**src/tipg_pkg.sv**
```systemverilog
// Package for the channel two timer / PWM generator.
// Assumes a single 100 MHz system clock and an internal register port.
package tipg_pkg;
  // Register addresses on the internal register port
  localparam logic [11:0] MODE_ADDR      = 12'hf90;
  localparam logic [11:0] CTRL_ADDR      = 12'hf92;
  localparam logic [11:0] HIGH_PER_ADDR  = 12'hf94;
  localparam logic [11:0] LOW_PER_ADDR   = 12'hf96;
  localparam logic [11:0] COUNT_ADDR     = 12'hf98;
  localparam logic [11:0] STATUS_ADDR    = 12'hf9a;
  // Mode and control register field positions
  localparam int MODE_START_BIT = 3;
  localparam int MODE_RUN_BIT   = 2;
  localparam int MODE_SEL_HI    = 1;
  localparam int MODE_SEL_LO    = 0;
  localparam int MODE_PSEL_LSB  = 4;
  localparam int CTRL_OE_BIT    = 3;
  // Reset values
  localparam logic [7:0] MODE_RESET = 8'h00;
  localparam logic [7:0] CTRL_RESET = 8'h00;
  localparam logic [7:0] PER_RESET  = 8'hff;
  // Operation mode codes (sel_hi, sel_lo)
  localparam logic [1:0] OPMODE_TIMER = 2'h0;
  localparam logic [1:0] OPMODE_PWM   = 2'h1;
  // Count pulse select codes
  localparam logic [2:0] PSEL_DIV2    = 3'h2;
  localparam logic [2:0] PSEL_DIV1    = 3'h3;
  localparam logic [2:0] PSEL_DIV1024 = 3'h4;
  localparam logic [2:0] PSEL_DIV256  = 3'h5;
  localparam logic [2:0] PSEL_DIV64   = 3'h6;
  localparam logic [2:0] PSEL_DIV16   = 3'h7;
  // Prescaler width, enough for the longest division
  localparam int PRESC_W = 10;
  // Compare target states
  typedef enum logic {TGT_HIGH, TGT_LOW} tipg_tgt_t;
endpackage

```
**src/tipg_prescaler.sv**
```systemverilog
// Free-running prescaler producing one-cycle tap pulses of the system clock.
// Assumes the caller picks a tap; all taps run from reset.
`timescale 1ns/1ps
module tipg_prescaler
  import tipg_pkg::*;
#(
  parameter int W = PRESC_W
) (
  // Clock and reset
  input  wire logic         clk,
  input  wire logic         rst_n,
  // Tap pulses, bit k is high one cycle in 2**(k+1)
  output logic [W-1:0] tap_pulse
);
  logic [W-1:0] cnt_q;

  // Binary divider chain
  always_ff @(posedge clk or negedge rst_n) begin
    if (!rst_n) cnt_q <= '0;
    else        cnt_q <= cnt_q + 1'b1;
  end

  // One pulse per wrap of each low slice of the counter
  genvar k;
  generate
    for (k = 0; k < W; k++) begin : g_tap
      assign tap_pulse[k] = &cnt_q[k:0];
    end
  endgenerate
endmodule

```
**src/tipg_pulse_sel.sv**
```systemverilog
// Count pulse selector for channel two.
// Assumes tap pulses from the prescaler; prohibited codes give no pulse.
`timescale 1ns/1ps
module tipg_pulse_sel
  import tipg_pkg::*;
(
  // Selection
  input  wire logic [2:0]         psel,
  input  wire logic [PRESC_W-1:0] tap_pulse,
  // Selected count pulse
  output logic                    count_pulse
);
  // Decode the select code onto a tap
  assign count_pulse = (psel == PSEL_DIV1)    ? 1'b1 :
                       (psel == PSEL_DIV2)    ? tap_pulse[0] :
                       (psel == PSEL_DIV1024) ? tap_pulse[9] :
                       (psel == PSEL_DIV256)  ? tap_pulse[7] :
                       (psel == PSEL_DIV64)   ? tap_pulse[5] :
                       (psel == PSEL_DIV16)   ? tap_pulse[3] : 1'b0;
endmodule

```
**src/tipg_timer.sv**
```systemverilog
// Channel two 8-bit interval timer and PWM pulse generator.
// Assumes software writes registers over the internal byte register port.
//
// Overview of operation
// - Count register advances once per count pulse chosen by the mode register.
// - Timer mode: count equal to compare sets irq flag and toggles output.
// - Match interval equals compare value plus one count pulses, repeating.
// - Writing start bit clears count and irq flag; counting follows if run set.
// - Start bit self-clears; it alone is writable singly.
// - Run bit zero holds the count; one lets it count.
// - Bits 6..4 select the count pulse from the prescaled clock.
// - Mode bits 1,0 equal 0,1 select PWM mode.
// - Reset clears the mode register to zero.
// - Output enable low forces pin low; high passes the toggle flop.
// - Reset clears the control register; it accepts byte, nibble, bit writes.
// - PWM high-period match toggles output, switches to low period, no irq.
// - PWM low-period match sets irq, toggles output, switches to high period.
// - Irq set signal fires only on a low-period match.
// - Channels zero and one stay independent; nothing here touches them.
`timescale 1ns/1ps
module tipg_timer
  import tipg_pkg::*;
(
  // Clock and reset
  input  wire logic        clk,
  input  wire logic        rst_n,
  // Register port
  input  wire logic [11:0] reg_addr,
  input  wire logic        reg_wr,
  input  wire logic [7:0]  reg_wdata,
  input  wire logic [7:0]  reg_wmask,
  input  wire logic        reg_rd,
  output logic [7:0]       reg_rdata,
  // Interrupt flag acknowledge from the interrupt controller
  input  wire logic        irq_ack,
  // Status
  output logic             ch2_irq_flag,
  output logic             ch2_out_pin
);
  // Registers
  logic [7:0]  mode_q, mode_d;
  logic [7:0]  ctrl_q, ctrl_d;
  logic [7:0]  high_period_q, high_period_d;
  logic [7:0]  low_period_q, low_period_d;
  logic [7:0]  count_q, count_d;
  logic        irq_q, irq_d;
  logic        tff_q, tff_d;
  logic        pin_q, pin_d;
  logic [7:0]  rdata_q, rdata_d;
  tipg_tgt_t   tgt_q, tgt_d;

  // Prescaler and pulse selection, private to channel two
  logic [PRESC_W-1:0] tap_pulse;
  logic               count_pulse;

  tipg_prescaler #(
    .W (PRESC_W)
  ) u_presc (
    .clk       (clk),
    .rst_n     (rst_n),
    .tap_pulse (tap_pulse)
  );

  tipg_pulse_sel u_psel (
    .psel        (mode_q[MODE_PSEL_LSB+2:MODE_PSEL_LSB]),
    .tap_pulse   (tap_pulse),
    .count_pulse (count_pulse)
  );

  // Address decode
  wire wr_mode  = reg_wr && (reg_addr == MODE_ADDR);
  wire wr_ctrl  = reg_wr && (reg_addr == CTRL_ADDR);
  wire wr_high  = reg_wr && (reg_addr == HIGH_PER_ADDR);
  wire wr_low   = reg_wr && (reg_addr == LOW_PER_ADDR);

  // Start bit write: any mode write with bit 3 set in both mask and data
  wire start_wr = wr_mode && reg_wmask[MODE_START_BIT] && reg_wdata[MODE_START_BIT];
  wire byte_wr  = wr_mode && (reg_wmask == 8'hff);

  // Mode decode
  wire [1:0] opmode  = mode_q[MODE_SEL_HI:MODE_SEL_LO];
  wire       pwm_on  = (opmode == OPMODE_PWM);
  wire       running = mode_q[MODE_RUN_BIT];
  wire       advance = running && count_pulse && !start_wr;

  // Compare target and match
  wire [7:0] target    = (pwm_on && tgt_q == TGT_HIGH) ? high_period_q : low_period_q;
  wire       match     = advance && (count_q == target);
  wire       irq_set   = match && !(pwm_on && tgt_q == TGT_HIGH);

  // Next mode: 8-bit writes for the fields, start bit self-clears
  always_comb begin
    mode_d = mode_q;
    if (byte_wr) begin
      mode_d = reg_wdata;
    end
    mode_d[7] = 1'b0;
    mode_d[MODE_START_BIT] = 1'b0;
  end

  // Control register accepts any mask of bits (byte, nibble, bit)
  assign ctrl_d        = wr_ctrl ? ((ctrl_q & ~reg_wmask) | (reg_wdata & reg_wmask)) : ctrl_q;
  assign high_period_d = wr_high ? reg_wdata : high_period_q;
  assign low_period_d  = wr_low  ? reg_wdata : low_period_q;

  // Count: start clears, match wraps to zero, pulse advances
  assign count_d = start_wr ? 8'h00 :
                   match    ? 8'h00 :
                   advance  ? count_q + 8'h01 : count_q;

  // Target alternates in PWM, restarts at high period on start
  always_comb begin
    tgt_d = tgt_q;
    if (start_wr || !pwm_on) begin
      tgt_d = TGT_HIGH;
    end else if (match) begin
      tgt_d = (tgt_q == TGT_HIGH) ? TGT_LOW : TGT_HIGH;
    end
  end

  // Irq flag: hardware set wins over acknowledge; start write clears
  assign irq_d = irq_set ? 1'b1 : ((start_wr || irq_ack) ? 1'b0 : irq_q);

  // Toggle flop inverts on every match
  assign tff_d = match ? ~tff_q : tff_q;

  // Pin is low when disabled, else the toggle flop
  assign pin_d = ctrl_q[CTRL_OE_BIT] & tff_d;

  // Read mux; unmapped addresses read zero
  always_comb begin
    rdata_d = rdata_q;
    if (reg_rd) begin
      case (reg_addr)
        MODE_ADDR:     rdata_d = mode_q;
        CTRL_ADDR:     rdata_d = ctrl_q;
        HIGH_PER_ADDR: rdata_d = high_period_q;
        LOW_PER_ADDR:  rdata_d = low_period_q;
        COUNT_ADDR:    rdata_d = count_q;
        STATUS_ADDR:   rdata_d = {6'h00, tff_q, irq_q};
        default:       rdata_d = 8'h00;
      endcase
    end
  end

  // Control state
  always_ff @(posedge clk or negedge rst_n) begin
    if (!rst_n) begin
      mode_q <= MODE_RESET;
      ctrl_q <= CTRL_RESET;
    end else begin
      mode_q <= mode_d;
      ctrl_q <= ctrl_d;
    end
  end

  // Period registers
  always_ff @(posedge clk or negedge rst_n) begin
    if (!rst_n) begin
      high_period_q <= PER_RESET;
      low_period_q  <= PER_RESET;
    end else begin
      high_period_q <= high_period_d;
      low_period_q  <= low_period_d;
    end
  end

  // Counting state
  always_ff @(posedge clk or negedge rst_n) begin
    if (!rst_n) begin
      count_q <= 8'h00;
      tgt_q   <= TGT_HIGH;
      irq_q   <= 1'b0;
      tff_q   <= 1'b0;
    end else begin
      count_q <= count_d;
      tgt_q   <= tgt_d;
      irq_q   <= irq_d;
      tff_q   <= tff_d;
    end
  end

  // Registered outputs
  always_ff @(posedge clk or negedge rst_n) begin
    if (!rst_n) begin
      pin_q   <= 1'b0;
      rdata_q <= 8'h00;
    end else begin
      pin_q   <= pin_d;
      rdata_q <= rdata_d;
    end
  end

  assign ch2_out_pin  = pin_q;
  assign ch2_irq_flag = irq_q;
  assign reg_rdata    = rdata_q;
endmodule
```
**config.mk**
```make
export PLATFORM = sky130hd
export DESIGN_NAME = tipg_timer
export DESIGN_NICKNAME = d
export VERILOG_FILES = /design/src/tipg_pkg.sv /design/src/tipg_prescaler.sv /design/src/tipg_pulse_sel.sv /design/src/tipg_timer.sv
export SDC_FILE = /design/constraint.sdc
export NUM_CORES = 1
export LEC_CHECK = 0
export BUFFER_PORTS_ARGS = -buffer_cell sky130_fd_sc_hd__clkbuf_2
export CORE_MARGIN = 1.5
export CORE_UTILIZATION = 55
export CTS_CLUSTER_DIAMETER = 50
export DETAILED_ROUTE_END_ITERATION = 8
export GPL_TIMING_DRIVEN = 0
export PLACE_DENSITY = 0.77
export SLEW_MARGIN = 20
export SYNTH_ARGS = -nofsm -noshare
export SYNTH_HDL_FRONTEND = slang
export SYNTH_SLANG_ARGS = --single-unit
```
**constraint.sdc**
```tcl
create_clock -name clk -period 6.6 [get_ports clk]
set_input_delay 0.66 -clock clk [delete_from_list [all_inputs] [get_ports clk]]
set_output_delay 0.66 -clock clk [all_outputs]
set_load 0.1 [all_outputs]
```
### Yosys cells after proc, flatten, opt, wreduce, memory -nomap -nowiden

Cells that the tools add are included.

| storage, ports and cells | value |
|---|---|
| register bits | 60 |
| input port bits | 33 |
| word-level logic and storage cells | 76 |
| output and inout port bits | 10 |

| operators by class | value |
|---|---|
| reduce and logical (&&, ||, !) cells | 24 |
| add/sub/neg operators | 2 |
| muxes and demuxes | 17 |
| equal/unequal tests | 15 |
| bitwise gates (word level) | 7 |

Operators by type and width:

| operator | number |
|---|---|
| $eq 12x12->1 const B | 6 |
| $pmux 8 s6 | 1 |
| $mux 8 | 4 |
| $and 8x8->8 | 2 |
| $eq 3x3->1 const B | 4 |
| $logic_and 1x1->1 | 12 |
| $mux 1 | 12 |
| $add 10x1->10 const B | 1 |
| $reduce_and 10->1 | 1 |
| $add 8x1->8 const B | 1 |
| $eq 8x8->1 | 1 |
| $eq 8x8->1 const B | 1 |
| $not 8->8 | 1 |
| $or 8x8->8 | 1 |
| $reduce_and 8->1 | 1 |
| $eq 3x2->1 const B | 2 |
| $reduce_and 6->1 | 1 |
| $reduce_and 4->1 | 1 |
| $reduce_bool 2->1 | 2 |
| $logic_not 1->1 | 3 |
| $reduce_bool 3->1 | 1 |
| $eq 2x1->1 const B | 1 |
| $logic_or 1x1->1 | 2 |
| $not 1->1 | 2 |
| $and 1x1->1 | 1 |

### Depth between registers and ports, before layout

| depth | value |
|---|---|
| word-level depth | 12 |
| depth in mapped cells | 8 |

### Hierarchy

A second synthesis with hierarchy kept.

| unflattened totals | value |
|---|---|
| cells, all modules | 290 |
| area total of the unflattened synthesis | 3278.1 um^2 |

By module, submodules not included:

| module | area an instance (um^2) | instances | seq. area each (um^2) | cells each |
|---|---|---|---|---|
| tipg_timer | 2790.2 | 1 | 1271.2 | 249 |
| tipg_prescaler | 445.4 | 1 | 250.2 | 35 |
| tipg_pulse_sel | 42.5 | 1 | 0.0 | 6 |

### Least setup slack after synthesis

Ideal clock, no wire load.

| timing | value |
|---|---|
| kind | input to register |
| start | input reg_addr[0] |
| end | register with a tool-made name |
| slack | 4098 ps |
| stages on the path | 8 |
| data arrival time | 2374 ps |
| library setup time | 127 ps |
| data required time | 6473 ps |
| cells stage by stage | or3b_1 -> or4_1 -> buf_2 -> nor3_2 -> and3_1 -> buf_2 -> nand2_1 -> mux2_1 |

RTL lines:

| element | line | source |
|---|---|---|
| start, declared | tipg_timer.sv:28 | `input wire logic [11:0] reg_addr,` |

### Final worst setup path

| timing | value |
|---|---|
| start | register u_presc.cnt_q[0] |
| end | register tgt_q |

| on the way | value |
|---|---|
| cells in the longest elaborated chain, start to end | 11 |
| elaborated cells on any way between the ends | 14 |
| classes of those cells | mux (6); reduce/logical (8) |

Ends and longest elaborated chain:

| element | line | source |
|---|---|---|
| start, declared | tipg_prescaler.sv:15 | `logic [W-1:0] cnt_q;` |
| start signal, assigned | tipg_prescaler.sv:20 | `else cnt_q <= cnt_q + 1'b1;` |
| $reduce_and 4->1 | tipg_prescaler.sv:27 | `assign tap_pulse[k] = &cnt_q[k:0];` |
| $mux 1 | tipg_pulse_sel.sv:19 | `(psel == PSEL_DIV16) ? tap_pulse[3] : 1'b0;` |
| $mux 1 | tipg_pulse_sel.sv:18 | `(psel == PSEL_DIV64) ? tap_pulse[5] :` |
| $mux 1 | tipg_pulse_sel.sv:17 | `(psel == PSEL_DIV256) ? tap_pulse[7] :` |
| $mux 1 | tipg_pulse_sel.sv:16 | `(psel == PSEL_DIV1024) ? tap_pulse[9] :` |
| $mux 1 (*) | tipg_pulse_sel.sv:15 | `(psel == PSEL_DIV2) ? tap_pulse[0] :` |
| $mux 1 (*) | tipg_pulse_sel.sv:14 | `assign count_pulse = (psel == PSEL_DIV1) ? 1'b1 :` |
| $logic_and 1x1->1 (*) (2 in series) | tipg_timer.sv:84 | `wire advance = running && count_pulse && !start_wr;` |
| $logic_and 1x1->1 (*) | tipg_timer.sv:88 | `wire match = advance && (count_q == target);` |
| $reduce_bool 2->1 (no source line) (*) | -- |  |
| end signal, assigned | tipg_timer.sv:177 | `tgt_q <= tgt_d;` |
| end, declared | tipg_timer.sv:50 | `tipg_tgt_t tgt_q, tgt_d;` |

Mark *: on every way between the ends. The rest lies on a longest branch, timed or not.
A chain may end at the register's enable or synchronous reset.

==> reports/summary.md <==
The run finished with clean final reports. The final max-slew violation count is 0, and the total congestion overflow is 0. The post-CTS setup buffer count is 0, and the accumulated negative setup slack is 0 ns. The tools report the number of endpoints with negative hold slack in the final report as 0.

Routability-driven placement finished with a final weighted congestion of 0.795. In this run the core area contains 27 standard-cell rows. The synthesized flop and latch total works out to 60.

The logs give 43 for the number of ports placed on the die boundary and 6240 µm² for the die area. For the pin with the worst max-slew slack, the measured transition is 0.766 ns. The startpoint-to-endpoint class of the critical path was flip-flop to flip-flop. The setup skew after layout is 0.00867 ns, and the count of flip-flops with a built-in enable after synthesis is 0. Dividing total power by cell area gives a power density of 189 nW/µm².

For the post-detailed-placement half-perimeter wirelength, the log shows 5.41 mm. For the maximum number of buffers from clock root to sink, the log shows 2. The analysis attributes to net switching a power of 0.172 mW.

The total number of vias is 2500, and the initial antenna violation count is 0. The tools report the number of nets produced by synthesis as 335. Synthesis instantiated 46 different standard cells from the library. The quantity of I/O buffers inserted on ports works out to 40. In this run the horizontal extent of the chip is 79 µm.

Clock-pin slew was measured on the worst setup and hold paths at 0.07 ns. The via count of the first global-routing pass is 2434. The share of the cycle needed by the critical path after routing came out at 39.0%.

Among all flip-flop cells after synthesis, the most frequent one is dfrtp_1. For the finished layout, the period the worst path requires is 2.58 ns. The first-pass GRT wire length came out at 11.9 mm.

Global routing used 25.2% of the available tracks. Registers are responsible for 53.4% of the overall power. Max-cap violations in this run came to 0. The final layout contains routed wiring with a total length of 7.25 mm.

Quantity of hold-fixing buffers added after cts: 0. The number of vias per cell after detailed routing is 5.83. Based on the critical path, the design can be clocked at up to 388 MHz. Entering global routing, the biggest net connects 50 pins.

The post-cts sizing count is 0, and the die boundary height is 79 µm. Across the VDD grid, the largest voltage drop is 146 µV. Yosys printed 0 warnings. Gate count of the mapped netlist: 300. TritonCTS built the clock tree. The required time at the endpoint of the critical path came out at 6.83 ns. Of the synthesized area, sequential elements account for 47.9%. In this run the worst path has a maximum fanout of 9.

The total area inside the core boundary comes to 5540 µm². The cell taking the most area after synthesis was dfrtp_1. The number of antenna diodes in the final layout is 0. The total setup violations reported at the end of the flow is 0.

The run gives 60 as the clock net sink count. The run gives 2.81 ns as the worst path arrival time. The tree is rooted in a clkbuf_8. The finished layout holds 429 standard cells, fillers aside. In the post-synthesis netlist, the biggest area contributors are dfrtp_1, dfstp_2, mux2_2, mux2i_1, nand2_1. STA classifies the critical path endpoint as a flip-flop. The relative slew slack is 48.4%, and the combinational fraction of design power is 5.5%. Buffers inserted during clock tree synthesis total 9. From synthesis to final layout, the design area changed by 15.4%. The type of the tightest min-delay check is input pin to asynchronous set/reset pin. For this design the static power due to leakage is 1.65 nW. The effective utilization at floorplan was 57.3%. The share of Yosys cell area claimed by the top area cell type works out to 34.7%. For this run, asynchronously set or reset flops after synthesis account for 100%. The average wire per standard cell is 16.9 µm, and the switching part of the total power is 24.9%.

The length of the first detailed-routing pass in iterations was 4. The net count of the finished layout is 387. Cell-internal power: 0.520 mW. The H-tree generated during clock tree synthesis spans 3 levels. Counting tap cells, the placed design contains a total of 413 instances. The post-synthesis cell area was 3180 µm².

Setup repair after global routing left no endpoint under its margin. Of the cells placed in the final design, the portion with a size suffix greater than 1 is 30.5%. Most numerous cell in the Yosys netlist: dfrtp_1. The clock network latency to the later pin of the worst-skew pair is 0.35 ns, and the number of design-rule violations left by the first detailed-router iteration is 136. The run gives 0 as the remaining antenna violation count.

STA classifies the critical path startpoint as a flip-flop. For this run, design rule violations remaining after detail routing come to 0. Measured in cells, the most critical reg-to-reg path has a length of 6. By count the netlist is led by dfrtp_1, mux2_2, nand2_1. In this run the mean area of a mapped cell was 10.6 µm². For the power share of the clock group, the log shows 41.1%.
==> through the flow <==
step                hold slack, ns  worst slack (ns)  utilization, %  cell area, µm²  power, mW
floorplan                    0.364              4.10               -            3180      0.390
global placement             0.465              3.81            62.6            3470      0.412
detailed placement           0.465              3.74            63.1            3500      0.415
CTS                          0.180              4.02            66.2            3670      0.699
global route                 0.185              3.90            66.2            3670      0.719
finish                       0.189              4.02            66.2            3670      0.692
==> final timing paths <==
check | start | endpoint | slack [ns]
max | u_presc.cnt_q[0] | tgt_q | 4.02
min | rst_n | asynchronous set/reset pin | 0.19
max reg2reg | u_presc.cnt_q[0] | tgt_q | 4.02
min reg2reg | u_presc.cnt_q[0] | u_presc.cnt_q[0] | 0.47
max in group asynchronous | rst_n | high_period_q[4] | 5.87
min in group clk | u_presc.cnt_q[0] | u_presc.cnt_q[0] | 0.47
==> power groups by stage <==
stage / Combinational [mW] / Sequential [mW] / Clock, mW
final: 0.0378 / 0.370 / 0.284
after global routing: 0.0425 / 0.370 / 0.307
after CTS: 0.0381 / 0.370 / 0.291
after detailed placement: 0.0381 / 0.376 / 0
after global placement: 0.0351 / 0.376 / 0
after floorplan: 0.0135 / 0.376 / 0
==> cell families (layout without fill, tap and decap cells) <==
family	after synthesis	in the layout	synth area share, %
flip-flops	60	60	47.9
XOR/XNOR	15	15	4.14
AND/OR/NAND/NOR	96	96	16.3
buffers and inverters	30	87	3.94
AO/OA/AOI/OAI	51	51	10.4
adder cells (fa/ha/maj)	2	2	0.788
multiplexers	46	46	16.5
==> cell usage in the layout, fill, tap and decap left out, drive strengths merged, types with 2 or more instances in the layout <==
cell and instances:
nand3 10, o32a 2, nor2b 3, nand2b 5, xnor2 7, o32ai 4, nand4 2, nor2 17
o22ai 13, o21ai 10, and3 11, dfrtp 44, clkinvlp 2, inv 16, ha 2, nor4 9
nand2 24, nor3 3, dfstp 16, mux4 2, a21oi 12, buf 9, nor3b 4, mux2 32
a22oi 4, xor2 8, clkinv 4, clkbuf 56, mux2i 12
==> critical path, stage by stage (launching register included) <==
cell and delay (ns):
dfrtp_1 0.38, ha_1 0.20, nand3_1 0.21, o41ai_1 0.40, o2111a_1 0.43, nor3b_4 0.45
mux2_2 0.39
==> layout make-up <==
class                           count  area [µm²]
Multi-Input combinational cell    210        1530
Clock inverter                      6        42.5
Tap cell                           72        90.1
Buffer                             14        65.1
Inverter                           16        60.1
Timing Repair Buffer               41         230
Sequential cell                    60        1520
Fill cell                         452        1870
Clock buffer                       10         128
==> metal layers <==
layer / track usage (%) / share of wire, % / up-vias / wire [µm]
li1: - / - / 1194 / -
met3: 7.47 / 4.8 / 11 / 348
met5: 0 / 0 / - / 0
met4: 8.42 / 1.5 / 0 / 109
met1: 33.5 / 45 / 1243 / 3240
met2: 39.5 / 49 / 52 / 3550
(Power assumes the default switching activity.)
